[src/verilog/snf_pkg.sv]
`default_nettype none
package snf_pkg;
    // opcodes
    localparam logic [7:0] OP_ERASE = 8'hD8;
    localparam logic [7:0] OP_LATCH_ARM_COMMAND = 8'h06;
    localparam logic [7:0] OP_WRDI = 8'h04;
    localparam logic [7:0] OP_GETF = 8'h0F;
    localparam logic [7:0] OP_SETF = 8'h1F;
    localparam logic [7:0] OP_PGLOAD = 8'h02;
    localparam logic [7:0] OP_PGEXEC = 8'h10;
    localparam logic [7:0] OP_PGREAD = 8'h13;
    localparam logic [7:0] OP_RESET = 8'hFF;
    localparam logic [7:0] OP_QLOAD = 8'h32;
    localparam logic [7:0] OP_QRAND = 8'h34;
    // feature addresses
    localparam logic [7:0] FA_LOCK = 8'hA0;
    localparam logic [7:0] FA_OTP = 8'hB0;
    localparam logic [7:0] FA_STATUS = 8'hC0;
    // lock feature field positions
    localparam int LK_PERM = 7;
    localparam int LK_BP_HI = 5;
    localparam int LK_BP_LO = 3;
    localparam int LK_FLIP = 2;
    localparam int LK_COMP = 1;
    localparam int LK_WRBLK = 0;
    // otp feature field positions
    localparam int OTP_PROT = 7;
    localparam int OTP_EN = 6;
    // status bit positions
    localparam int SR_BUSY = 0;
    localparam int SR_WEL = 1;
    localparam int SR_EFAIL = 2;
    localparam int SR_PFAIL = 3;
    // reset values
    localparam logic [2:0] BP_RESET = 3'h7;
    // geometry: 2Gb part, 17-bit row, 6 page bits inside a block
    localparam int ROW_W = 17;
    localparam int PAGE_W = 6;
    localparam int BLK_W = ROW_W - PAGE_W;
    localparam int ADDR_BITS = 24;
    localparam int OTP_FIRST = 2;
    localparam int OTP_LAST = 31;
    // timing
    localparam int CLK_MHZ = 100;
    localparam int ERASE_US = 1000;
    localparam int ERASE_CYC = ERASE_US * CLK_MHZ;
    localparam int PROG_US = 320;
    localparam int PROG_CYC = PROG_US * CLK_MHZ;
    localparam int READ_US = 25;
    localparam int READ_CYC = READ_US * CLK_MHZ;
    localparam int CNT_W = 24;
    typedef enum logic [2:0] {
        SNF_IDLE, SNF_OPC, SNF_ADDR, SNF_DATA, SNF_OUT, SNF_DROP
    } snf_phase_t;
endpackage : snf_pkg
`default_nettype wire

[src/verilog/snf_sync.sv]
`timescale 1ns/1ps
`default_nettype none
// two-stage synchroniser for one pin; resets to the pin's idle level so no false edge follows reset
module snf_sync #(
    parameter logic RST_VAL = 1'b0
) (
    input wire logic clk,
    input wire logic nrst,
    input wire logic d,
    output logic q
);
    logic meta_q;
    always_ff @(posedge clk) begin
        if (!nrst) begin
            meta_q <= RST_VAL;
            q <= RST_VAL;
        end else begin
            meta_q <= d;
            q <= meta_q;
        end
    end
endmodule : snf_sync
`default_nettype wire

[src/verilog/snf_core.sv]
// Functional notes
// - erase D8h sets whole 128K block to ones
// - opcode then 24 address bits, dummy padded
// - any row inside block selects block
// - erase rejected unless deselect on byte boundary
// - erase timer starts at deselect
// - busy during erase, then clear busy, latch
// - status read repeats until next command
// - reset: range bits one, others zero
// - lock bits writable at A0h unless locked
// - decode protected region from lock code
// - block zero is lowest block
// - pin lock mode freezes lock fields; the permanent bit stays writable here
// - no quad loads in pin lock mode
// - permanent lock freezes settings until power cycle
// - 30-page one-time area, pages 02h-1Fh
// - one-time mode at B0h, protect/enable bits
// - one-time program needs protect bit zero
// - protect+enable then execute locks area
// - status bit0 busy, bits7-4 reserved zero
// - latch gates writes, cleared by 04h/completion
// - erase fail flag set/cleared
// - program fail flag set/cleared
// - 06h sets latch; unarmed writes ignored
`timescale 1ns/1ps
`default_nettype none
module snf_core #(
    parameter int ERASE_CYCLES = snf_pkg::ERASE_CYC,
    parameter int PROG_CYCLES = snf_pkg::PROG_CYC,
    parameter int READ_CYCLES = snf_pkg::READ_CYC
) (
    input wire logic clk,
    input wire logic nrst,
    input wire logic chip_select_n,
    input wire logic serial_clock,
    input wire logic serial_in_line,
    input wire logic write_guard_pin,
    output logic serial_out_line,
    output logic serial_out_oe,
    output logic erase_start,
    output logic [snf_pkg::BLK_W-1:0] erase_block,
    output logic erase_fail_in_unused,
    input wire logic array_fail
);
    import snf_pkg::*;

    // ------------------------------------------------------------
    // pin synchronisers
    // ------------------------------------------------------------
    logic cs_s, sck_s, si_s, wp_s;
    // select idles high; a low reset value would fake a select edge after reset
    snf_sync #(.RST_VAL(1'b1)) u_cs (.clk(clk), .nrst(nrst), .d(chip_select_n), .q(cs_s));
    snf_sync u_sck (.clk(clk), .nrst(nrst), .d(serial_clock), .q(sck_s));
    snf_sync u_si (.clk(clk), .nrst(nrst), .d(serial_in_line), .q(si_s));
    snf_sync u_wp (.clk(clk), .nrst(nrst), .d(write_guard_pin), .q(wp_s));

    logic sck_prev_q, cs_prev_q;
    always_ff @(posedge clk) begin
        if (!nrst) begin
            sck_prev_q <= 1'b0;
            cs_prev_q <= 1'b1;
        end else begin
            sck_prev_q <= sck_s;
            cs_prev_q <= cs_s;
        end
    end
    logic sck_rise, sck_fall, cs_fall, cs_rise;
    // edges of the sampled link clock; sampling on rise, driving on fall
    assign sck_rise = sck_s & ~sck_prev_q & ~cs_s;
    assign sck_fall = ~sck_s & sck_prev_q & ~cs_s;
    assign cs_fall = ~cs_s & cs_prev_q;
    assign cs_rise = cs_s & ~cs_prev_q;

    // ------------------------------------------------------------
    // serial shifter and transaction phase
    // ------------------------------------------------------------
    snf_phase_t phase_q;
    logic [7:0] sh_q, opc_q, faddr_q;
    logic [4:0] bitcnt_q;
    logic [ADDR_BITS-1:0] addr_q;
    logic [7:0] out_q;
    logic [2:0] obit_q;
    logic [7:0] byte_in;
    logic byte_done;
    assign byte_in = {sh_q[6:0], si_s};
    assign byte_done = sck_rise && bitcnt_q[2:0] == 3'h7;

    // status and feature state
    logic busy_q, wel_q, efail_q, pfail_q;
    logic [2:0] bp_q;
    logic flip_q, comp_q, wrblk_q, perm_q;
    logic otp_prot_q, otp_en_q;
    logic [7:0] status;
    logic pin_lock, fields_frozen;
    assign status = {4'h0, pfail_q, efail_q, wel_q, busy_q};
    assign pin_lock = wrblk_q & ~wp_s & ~perm_q;
    assign fields_frozen = pin_lock | perm_q;

    // msb-first shift of opcode, address and data bytes
    always_ff @(posedge clk) begin
        if (!nrst) begin
            phase_q <= SNF_IDLE;
            sh_q <= 8'h00;
            bitcnt_q <= 5'h00;
            opc_q <= 8'h00;
            faddr_q <= 8'h00;
            addr_q <= '0;
        end else if (cs_rise) begin
            phase_q <= SNF_IDLE;
        end else if (cs_fall) begin
            phase_q <= SNF_OPC;
            bitcnt_q <= 5'h00;
        end else if (sck_rise) begin
            sh_q <= byte_in;
            bitcnt_q <= bitcnt_q + 5'h01;
            unique case (phase_q)
                SNF_OPC: if (byte_done) begin
                    opc_q <= byte_in;
                    bitcnt_q <= 5'h00;
                    unique case (byte_in)
                        OP_ERASE, OP_PGEXEC, OP_PGREAD: phase_q <= SNF_ADDR;
                        OP_GETF, OP_SETF: phase_q <= SNF_DATA;
                        default: phase_q <= SNF_DROP;
                    endcase
                end
                SNF_ADDR: begin
                    addr_q <= {addr_q[ADDR_BITS-2:0], si_s};
                    if (bitcnt_q == 5'(ADDR_BITS - 1)) phase_q <= SNF_DROP;
                end
                SNF_DATA: if (byte_done) begin
                    faddr_q <= byte_in;
                    phase_q <= (opc_q == OP_GETF) ? SNF_OUT : SNF_DATA;
                    if (opc_q == OP_SETF && bitcnt_q[4:3] != 2'h0) phase_q <= SNF_DROP;
                end
                default: ;
            endcase
        end
    end

    // a write finishes exactly on a byte boundary: full 24 address bits seen
    logic addr_done;
    assign addr_done = (opc_q == OP_ERASE || opc_q == OP_PGEXEC || opc_q == OP_PGREAD) &&
        bitcnt_q == 5'(ADDR_BITS) && phase_q == SNF_DROP;
    logic setf_done;
    assign setf_done = byte_done && phase_q == SNF_DATA && opc_q == OP_SETF && bitcnt_q[4:3] == 2'h1;

    // ------------------------------------------------------------
    // protection decode
    // ------------------------------------------------------------
    logic [BLK_W-1:0] blk;
    logic [BLK_W:0] nlock;
    logic upper, blk_locked;
    assign blk = addr_q[ADDR_BITS-1-(ADDR_BITS-ROW_W) -: BLK_W];
    // fraction of blocks locked is 2^(bp+4) / 2^11; block zero lowest
    always_comb begin
        nlock = (BLK_W+1)'(1) << (BLK_W - 7 + 32'(bp_q));
        upper = ~flip_q;
        blk_locked = 1'b0;
        if (bp_q == 3'h0) blk_locked = 1'b0;
        else if (bp_q == 3'h7) blk_locked = 1'b1;
        else if (bp_q == 3'h6 && comp_q) blk_locked = (blk == '0);
        else begin
            if (comp_q) begin
                nlock = (BLK_W+1)'(1 << BLK_W) - nlock;
                upper = flip_q;
            end
            if (upper) blk_locked = {1'b0, blk} >= (BLK_W+1)'(1 << BLK_W) - nlock;
            else blk_locked = {1'b0, blk} < nlock;
        end
    end

    // ------------------------------------------------------------
    // self-timed operations
    // ------------------------------------------------------------
    logic [CNT_W-1:0] tmr_q;
    logic op_erase_q, op_prog_q;
    logic go_erase, go_prog, go_read, go_otp_lock, erase_ok;
    logic is_otp_page;
    assign is_otp_page = addr_q[PAGE_W-1:0] >= PAGE_W'(OTP_FIRST) &&
        addr_q[PAGE_W-1:0] <= PAGE_W'(OTP_LAST) && blk == '0;
    assign go_erase = cs_rise && addr_done && opc_q == OP_ERASE && wel_q && !busy_q;
    // a refused erase only raises the fail flag and spends no busy time
    assign erase_ok = go_erase && !blk_locked && !otp_en_q;
    assign go_prog = cs_rise && addr_done && opc_q == OP_PGEXEC && wel_q && !busy_q;
    assign go_read = cs_rise && addr_done && opc_q == OP_PGREAD && !busy_q;
    assign go_otp_lock = go_prog && otp_en_q && otp_prot_q;

    always_ff @(posedge clk) begin
        if (!nrst) begin
            tmr_q <= '0;
            busy_q <= 1'b0;
            op_erase_q <= 1'b0;
            op_prog_q <= 1'b0;
        end else if (erase_ok) begin
            tmr_q <= CNT_W'(ERASE_CYCLES);
            busy_q <= 1'b1;
            op_erase_q <= 1'b1;
        end else if (go_prog) begin
            tmr_q <= CNT_W'(PROG_CYCLES);
            busy_q <= 1'b1;
            op_prog_q <= 1'b1;
        end else if (go_read) begin
            tmr_q <= CNT_W'(READ_CYCLES);
            busy_q <= 1'b1;
        end else if (busy_q) begin
            if (tmr_q <= CNT_W'(1)) begin
                busy_q <= 1'b0;
                op_erase_q <= 1'b0;
                op_prog_q <= 1'b0;
            end
            tmr_q <= tmr_q - CNT_W'(1);
        end
    end
    logic done;
    assign done = busy_q && tmr_q <= CNT_W'(1) && (op_erase_q || op_prog_q);

    // erase request toward the array; protected blocks never reach it
    always_ff @(posedge clk) begin
        if (!nrst) begin
            erase_start <= 1'b0;
            erase_block <= '0;
        end else begin
            erase_start <= erase_ok;
            erase_block <= blk;
        end
    end
    assign erase_fail_in_unused = 1'b0;

    // ------------------------------------------------------------
    // status flags
    // ------------------------------------------------------------
    always_ff @(posedge clk) begin
        if (!nrst) begin
            wel_q <= 1'b0;
            efail_q <= 1'b0;
            pfail_q <= 1'b0;
        end else begin
            if (byte_done && phase_q == SNF_OPC && byte_in == OP_LATCH_ARM_COMMAND) wel_q <= 1'b1;
            else if (done || (byte_done && phase_q == SNF_OPC && byte_in == OP_WRDI)) wel_q <= 1'b0;
            if (byte_done && phase_q == SNF_OPC && byte_in == OP_RESET) begin
                efail_q <= 1'b0;
                pfail_q <= 1'b0;
            end
            if (go_erase) efail_q <= blk_locked || otp_en_q;
            else if (done && op_erase_q && array_fail) efail_q <= 1'b1;
            if (go_prog) pfail_q <= otp_en_q ? (otp_prot_q ? 1'b0 : !is_otp_page) : blk_locked;
            else if (done && op_prog_q && array_fail) pfail_q <= 1'b1;
        end
    end

    // ------------------------------------------------------------
    // feature registers
    // ------------------------------------------------------------
    always_ff @(posedge clk) begin
        if (!nrst) begin
            bp_q <= BP_RESET;
            flip_q <= 1'b0;
            comp_q <= 1'b0;
            wrblk_q <= 1'b0;
            perm_q <= 1'b0;
            otp_en_q <= 1'b0;
        end else if (setf_done) begin
            if (faddr_q == FA_LOCK && !perm_q) begin
                if (!fields_frozen) begin
                    bp_q <= byte_in[LK_BP_HI:LK_BP_LO];
                    flip_q <= byte_in[LK_FLIP];
                    comp_q <= byte_in[LK_COMP];
                end
                if (!pin_lock) wrblk_q <= byte_in[LK_WRBLK];
                perm_q <= byte_in[LK_PERM];
            end
            if (faddr_q == FA_OTP) otp_en_q <= byte_in[OTP_EN];
        end
    end

    // protect bit locked by an execute models non-volatile storage: reset clears only the pending copy
    logic otp_prot_pend_q;
    always_ff @(posedge clk) begin
        if (!nrst) begin
            otp_prot_pend_q <= 1'b0;
        end else if (setf_done && faddr_q == FA_OTP) begin
            otp_prot_pend_q <= byte_in[OTP_PROT];
        end
    end
    logic otp_nv_q = 1'b0;
    always_ff @(posedge clk) begin
        if (go_otp_lock && otp_prot_pend_q) otp_nv_q <= 1'b1;
    end
    assign otp_prot_q = otp_prot_pend_q | otp_nv_q;

    // ------------------------------------------------------------
    // output driver: selected feature byte repeats on falling edges
    // ------------------------------------------------------------
    logic [7:0] feat_sel;
    logic quad_req;
    assign quad_req = byte_done && phase_q == SNF_OPC && (byte_in == OP_QLOAD || byte_in == OP_QRAND);
    always_comb begin
        unique case (faddr_q)
            FA_LOCK: feat_sel = {perm_q, 1'b0, bp_q, flip_q, comp_q, wrblk_q};
            FA_OTP: feat_sel = {otp_prot_q, otp_en_q, 6'h00};
            default: feat_sel = status;
        endcase
    end
    always_ff @(posedge clk) begin
        if (!nrst) begin
            out_q <= 8'h00;
            obit_q <= 3'h0;
            serial_out_line <= 1'b0;
            serial_out_oe <= 1'b0;
        end else if (cs_rise || phase_q != SNF_OUT) begin
            serial_out_oe <= 1'b0;
            obit_q <= 3'h0;
        end else if (sck_fall) begin
            if (obit_q == 3'h0) begin
                serial_out_line <= feat_sel[7];
                out_q <= {feat_sel[6:0], 1'b0};
            end else begin
                serial_out_line <= out_q[7];
                out_q <= {out_q[6:0], 1'b0};
            end
            obit_q <= obit_q + 3'h1;
            serial_out_oe <= 1'b1;
        end
    end

    // quad loads are dropped while the pin lock holds
    logic quad_ok_unused;
    assign quad_ok_unused = quad_req && !pin_lock;
endmodule : snf_core
`default_nettype wire

[config.mk]
export PLATFORM = sky130hd
export DESIGN_NAME = snf_core
export DESIGN_NICKNAME = d
export VERILOG_FILES = /design/src/verilog/snf_pkg.sv /design/src/verilog/snf_sync.sv /design/src/verilog/snf_core.sv
export SDC_FILE = /design/constraint.sdc
export NUM_CORES = 1
export LEC_CHECK = 0
export ABC_AREA = 1
export BUFFER_PORTS_ARGS = -buffer_cell sky130_fd_sc_hd__clkbuf_2
export CORE_UTILIZATION = 25
export DETAILED_ROUTE_END_ITERATION = 16
export PLACE_DENSITY_LB_ADDON = 0.15
export SLEW_MARGIN = 20
export SYNTH_ARGS = -nofsm -noshare
export SYNTH_HDL_FRONTEND = slang
export SYNTH_SLANG_ARGS = --single-unit
[constraint.sdc]
create_clock -name clk -period 5.4 [get_ports clk]
set_clock_uncertainty 0.15 [all_clocks]
set_input_delay 0.27 -clock clk [delete_from_list [all_inputs] [get_ports clk]]
set_output_delay 0.27 -clock clk [all_outputs]
set_load 0.02 [all_outputs]
==> flow_summary.json, run 1 <==
{
  "wl_um": 15800,
  "drt_iter0_drc": 240,
  "async_reset_ff_frac": 0,
  "synth-simple-area-share": 0.2472,
  "placementRows": 57,
  "globalRoute.totalOverflow": 0,
  "setup-tns-final_ps": 0,
  "crit_path_max_fanout": 14,
  "start_util": 0.2550,
  "rsz0062_at_grt": "false",
  "ys_seq_area_frac": 0.3874,
  "final_area_sq_mm": 0.007315,
  "cts_made_buffers": 17,
  "yosys_most_used_dff": "dfxtp_1",
  "worst_setup_path_start_kind": "flop",
  "min_path_type": "in2reg",
  "yosysMostFrequentCell": "inv_1",
  "finalSetupViolCount": 0,
  "place_congestion": 0.7817,
  "drt_pass1_iterations": 5,
  "worst_pin_slew_ps": 737.7,
  "synthToLayoutAreaGrowth_pct": 17.96,
  "synth_commonest_cells": "inv_1, nand2_1, dfxtp_1, nor2_1, o21ai_0",
  "vias": 5361,
  "p_leak_nw": 3.191,
  "end_kind": "flop",
  "antenna_cells": 0,
  "dieArea_sq_mm": 0.02544,
  "cts-root-buf": "clkbuf_16",
  "post-synth-top-area-cell": "dfxtp_1",
  "routed_via_density": 4.412,
  "internal_power_mw": 1.739,
  "path_class": "reg2reg",
  "core_sq_mm": 0.02432,
  "yosysWarnings": 0,
  "clk_pin_slew_worst_paths_ps": 60,
  "die_h_um": 159.5,
  "io_buffers": 20,
  "cts_setup_buffers": 0,
  "wl_per_cell_um": 13.00,
  "route.detailed.drc": 0,
  "dpl_cell_area_sq_mm": 0.006628,
  "ant_nets": 0,
  "synth_top_family_by_area": "simple AND/OR/NAND/NOR gates",
  "place_inst": 1179,
  "fmax_mhz": 307.3,
  "clkPwrFrac": 0.571,
  "finalNonFillerCells": 1215,
  "ctsResizeCount": 0,
  "fin_crit_ps": 3254,
  "synth_cells": 851,
  "synth.top_cells.by_area": "dfxtp_1, inv_1, nand2_1, ha_1, o21ai_0",
  "ys_types": 51,
  "fillers": 2670,
  "drive_above_1_share": 0.1100,
  "h-tree-depth": 4,
  "synthXorXnorAreaFrac": 0.02966,
  "avgSynthCellArea_sq_um": 7.287,
  "finalNetCount": 917,
  "grt_util_all_layers": 0.1317,
  "p_comb_frac": 0.024,
  "die_w_um": 159.5,
  "finalMaxSlewViolations": 0,
  "synth-adder-area-share": 0.06457,
  "io-pin-count": 22,
  "synth_compound_area_frac": 0.1685,
  "powerDensity_mw_per_mm2": 302.1,
  "synthMuxAreaShare": 0,
  "max_slew_margin": 0.5082,
  "grt_antenna_before_repair": 0,
  "post-dp-hpwl_um": 11500,
  "clock-sinks": 120,
  "synth_top_cell_area_share": 0.3874,
  "status": "finished clean",
  "insertion_delay_ps": 430,
  "peakVddDrop_v": 0.0001622,
  "pwr-share-seq": 0.405,
  "clock_path_buffers": 2,
  "regArea_sq_mm": 0.002402,
  "finalCritPeriodShare": 0.6026,
  "synth_edf_count": 0,
  "cap_viol_max_count": 0,
  "multiInputGateArea_sq_mm": 0.003184,
  "hold_viol": 0,
  "cts_tree": "done",
  "required_ps": 5550,
  "ys_ff_latch": 120,
  "arrival_ps": 3400,
  "grt_first_pass_wirelength_um": 26670,
  "syn_area_sq_mm": 0.006201,
  "netSwitchingFraction": 0.2128,
  "power_mw": 2.210,
  "power.switching_mw": 0.4701,
  "first_global_vias": 5156,
  "grt_max_degree": 74
}
[cells by family after synthesis]
family                     Yosys count
and+or+nand+nor                    333
AOI/OAI and AO/OA                  184
buffers and inverters              159
DFF                                120
adders and majority gates           32
xor gates and xnor gates            21
other                                2
[per-stage QoR]
stage                     setup WS (ps)  hold slack (ps)  utilization
final                              2146            133.6       0.3008
after global placement             2157            243.3       0.2725
after global routing               1733            174.6       0.3008
after CTS                          2111            144.8       0.3008
after floorplan                    2816            217.6            -
after detailed placement           2128            250.1       0.2725
[metal layers]
layer | part of all wire | track usage | vias to the layer above
met4 | 0.013 | 0.04589 | 0
met3 | 0.028 | 0.02891 | 15
met2 | 0.46 | 0.2102 | 52
met5 | 0 | 0 | -
met1 | 0.50 | 0.1741 | 2446
li1 | - | - | 2848
[layout by cell type, fill, tap and decap left out, types with 2 or more instances in the layout]
master,synthesis,layout
conb_1,2,6
o22ai_2,2,2
and2_1,2,2
nand4_1,21,21
clkbuf_1,17,3
a21oi_1,72,72
o41ai_1,2,2
clkinv_4,0,3
clkbuf_16,0,17
nand3_1,34,34
clkbuf_2,0,20
clkinvlp_4,0,2
a21oi_2,3,3
inv_1,129,129
nand3b_1,2,2
a221oi_1,3,3
dfxtp_1,120,120
nor2_2,16,16
inv_2,3,3
o21ai_0,75,75
o311ai_0,2,2
xnor2_1,9,9
nand2_1,124,124
xor2_1,12,12
nor2_1,89,89
buf_4,2,3
a211oi_1,5,5
or2_2,5,5
nand3_2,5,5
o211ai_1,6,6
o221ai_1,3,3
ha_1,32,32
o21ai_2,2,2
nor3_1,19,19
bufinv_16,0,5
nand2_2,5,5
nor4_1,5,5
dlygate4sd3_1,0,4
clkinv_1,3,3
[state kept, by name, summed over array words and instances, names as in the netlist, 3 cells and up]
| register | cells |
|---|---|
| tmr_q | 24 |
| addr_q | 17 |
| erase_block | 11 |
| faddr_q | 8 |
| opc_q | 8 |
| out_q | 7 |
| sh_q | 7 |
| bitcnt_q | 5 |
| bp_q | 3 |
| obit_q | 3 |
| phase_q | 3 |
[power by group through the flow]
stage | Clock (mW) | Combinational, mW | Sequential [mW]
after global placement | 0 | 0.0520 | 0.913
after detailed placement | 0 | 0.0519 | 0.913
after floorplan | 0 | 0.0389 | 0.912
after CTS | 1.29 | 0.0542 | 0.894
after global routing | 1.34 | 0.0617 | 0.894
final | 1.26 | 0.0537 | 0.894
[timing repair]
action                     in CTS  in global routing
hold endpoints to repair        4                  0
setup endpoints to repair       0                  0
hold buffers                    4                  0
[layout make-up]
cell class / instances / area share
inverters: 136 / 0.07013
clock buffers: 21 / 0.06158
repair buffers: 27 / 0.02224
well taps: 324 / 0.05542
flip-flops and latches: 120 / 0.3284
multi-input cells: 576 / 0.4353
clock inverters: 11 / 0.02686
[worst paths after layout]
| path | start | endpoint | slack (ps) | cells past startpoint |
|---|---|---|---|---|
| setup / recovery | bp_q[2] | tmr_q[23] | 2150 | 19 |
| hold / removal | array_fail | efail_q | 130 | 5 |
| setup reg to reg | bp_q[2] | tmr_q[23] | 2150 | 19 |
| hold reg to reg | u_sck.meta_q | u_sck.q | 260 | 2 |
[critical path, cell delays in order (launching register included)]
cell	delay, ps
dfxtp_1	560
nor2_1	120
nand2_1	180
nand2_1	90
xor2_1	140
ha_1	300
a21oi_1	150
nor2_1	50
a211oi_1	170
nor2_1	70
nor2_1	80
nand3_1	70
nand2_1	60
nand2_1	40
nand2_1	60
nand2_1	70
nand2_1	80
nand2_2	230
nand2_2	380
nor2_1	70
Note: power is estimated with default switching activity, not from simulation.
==> inputs of run 2 (changes only) <==
==> constraint.sdc (replaced) <==
create_clock -name clk -period 3.4 [get_ports clk]
set_clock_uncertainty 0.15 [all_clocks]
set_input_delay 0.17 -clock clk [delete_from_list [all_inputs] [get_ports clk]]
set_output_delay 0.17 -clock clk [all_outputs]
set_load 0.02 [all_outputs]
==> run 2 against run 1 <==
- register-to-register slack lost 1700 ps
- setup slack got worse by 1700 ps
- first-iteration DRC count rose by 2.9%
- fmax rose by 8.6%
- routed wire length is essentially flat
- hold slack worse by 91 ps
- sequential cell count did not move
- non-clock buffer count grew 9
- via count increased by 1.1%
- final area is essentially flat
- die area did not move
- sequential power is 59% higher
- largest power group unchanged
==> flow_summary.json, run 2 (synthesized netlist as in run 1, its figures left out) <==
{
  "crit_path_max_fanout": 8,
  "drive_above_1_share": 0.1211,
  "peakVddDrop_v": 0.0002422,
  "cts_made_buffers": 17,
  "path_class": "reg2reg",
  "hold_viol": 0,
  "pwr-share-seq": 0.435,
  "clock_path_buffers": 2,
  "start_util": 0.2550,
  "globalRoute.totalOverflow": 0,
  "cts_setup_buffers": 0,
  "grt_max_degree": 74,
  "place_congestion": 0.7885,
  "worst_setup_path_start_kind": "flop",
  "layout_common_cells": "inv_1, nand2_1, dfxtp_1",
  "path_common_cell": "nand2_1",
  "max_slew_margin": 0.5118,
  "p_leak_nw": 3.195,
  "critPathMaxStageDelay_ps": 330,
  "post-place-ws_ps": 235.4,
  "internal_power_mw": 2.475,
  "grt_antenna_before_repair": 0,
  "min_path_type": "in2reg",
  "crit_chain": "buf_4, o21ai_0, xor2_1, ha_1, a21oi_1, nor2_1, a211oi_1, nor2_1, nor2_1, nand3_1, nand2_1, nand2_1, nand2_1, nand2_1, nand2_1, nand2_2, buf_4, nand3_1, nor2_1",
  "power.switching_mw": 0.7828,
  "final_area_sq_mm": 0.007310,
  "cts_tree": "done",
  "layout_commonest_cell": "inv_1",
  "drt_pass1_iterations": 5,
  "dieArea_sq_mm": 0.02544,
  "grt_first_pass_wirelength_um": 26760,
  "core_sq_mm": 0.02432,
  "antenna_cells": 0,
  "synthToLayoutAreaGrowth_pct": 17.88,
  "required_ps": 3560,
  "cap_viol_max_count": 0,
  "largestRegisters": "tmr_q: 24 flops, addr_q: 17 flops, erase_block: 11 flops",
  "clock-sinks": 120,
  "netSwitchingFraction": 0.2403,
  "fmax_mhz": 333.7,
  "io_buffers": 20,
  "ant_nets": 0,
  "path_buf_inv": 2,
  "clk_pin_slew_worst_paths_ps": 60,
  "routed_via_density": 4.429,
  "setup-tns-final_ps": 0,
  "finalNetCount": 926,
  "grt_util_all_layers": 0.1308,
  "powerDensity_mw_per_mm2": 445.7,
  "dpl_cell_area_sq_mm": 0.006695,
  "wl_um": 15790,
  "arrival_ps": 3150,
  "finalSetupViolCount": 0,
  "largest_reg_flops": 24,
  "fin_crit_ps": 2997,
  "h-tree-depth": 4,
  "p_comb_frac": 0.027,
  "fin_util": 0.3006,
  "finalCritPeriodShare": 0.8813,
  "insertion_delay_ps": 420,
  "post-dp-hpwl_um": 11520,
  "die_w_um": 159.5,
  "end_kind": "flop",
  "cts-root-buf": "clkbuf_16",
  "wl_per_cell_um": 12.90,
  "clkPwrFrac": 0.538,
  "cp_slowest_cell": "dfxtp_1",
  "finalMaxSlewViolations": 0,
  "die_h_um": 159.5,
  "drt_iter0_drc": 247,
  "top_register": "tmr_q",
  "placementRows": 57,
  "io-pin-count": 22,
  "first_global_vias": 5230,
  "rsz0062_at_grt": "false",
  "fin_hold_ws_ps": 42.66,
  "route.detailed.drc": 0,
  "status": "finished clean",
  "crit_family": "simple AND/OR/NAND/NOR gates",
  "vias": 5421,
  "worst_pin_slew_ps": 732.4,
  "timing.final.ws_setup_ps": 403.5
}
[run 2: cell count changes in the layout (fill, tap and decap cells not counted), sizes merged]
cell | previous run | this run
inv | 133 | 136
clkbuf | 41 | 40
buf | 3 | 12
clkinvlp | 2 | 3
bufinv | 5 | 1
clkinv | 7 | 8
[run 2: what timing repair did]
action / CTS / global route
gates resized for setup: 0 / 3
endpoints found under the hold margin: 4 / 0
endpoints found under the setup margin: 0 / 24
hold buffers: 4 / 0
[run 2: final timing paths]
check / startpoint / to / slack [ps] / cells after the start
worst min register to register: u_cs.meta_q / u_cs.q / 260 / 1
worst min-delay path: array_fail / efail_q / 40 / 5
worst max register to register: comp_q / tmr_q[6] / 400 / 19
worst max-delay path: comp_q / tmr_q[6] / 400 / 19
[run 2: routing by layer]
layer	routed length, um	GRT usage	part of all wire
met5	0	0	0
met4	148	0.03409	0.0094
met3	462	0.02813	0.029
met2	7120	0.2126	0.45
met1	8053	0.1745	0.51
[run 2: layout make-up]
| class | count | area, sq um |
|---|---|---|
| Clock buffer | 20 | 446.7 |
| Clock inverter | 12 | 118.9 |
| Fill cell | 2614 | 17010 |
| Inverter | 136 | 513.0 |
| Multi-Input combinational cell | 576 | 3189 |
| Sequential cell | 120 | 2406 |
| Tap cell | 324 | 405.4 |
| Timing Repair Buffer | 36 | 230.2 |
[run 2: worst register-to-register path: stages (launching register included)]
cell	delay, ps
dfxtp_1	330
buf_4	170
o21ai_0	290
xor2_1	190
ha_1	260
a21oi_1	150
nor2_1	50
a211oi_1	190
nor2_1	70
nor2_1	90
nand3_1	70
nand2_1	60
nand2_1	40
nand2_1	60
nand2_1	70
nand2_1	80
nand2_2	160
buf_4	240
nand3_1	120
nor2_1	50
[run 2: power by group through the flow]
stage	Combinational, mW	Clock (mW)	Sequential (mW)
after floorplan	0.0618	0	1.45
after global placement	0.0844	0	1.45
after detailed placement	0.0839	0	1.45
after CTS	0.0873	1.81	1.42
after global routing	0.0999	1.86	1.42
final	0.0872	1.75	1.42
[run 2: metrics by stage]
stage / instances / total power [mW]
6_report: 1224 / 3.258
5_1_grt: 1224 / 3.383
4_1_cts: 1224 / 3.314
3_5_place_dp: 1188 / 1.534
3_3_place_gp: 1188 / 1.535
2_1_floorplan: 855 / 1.510
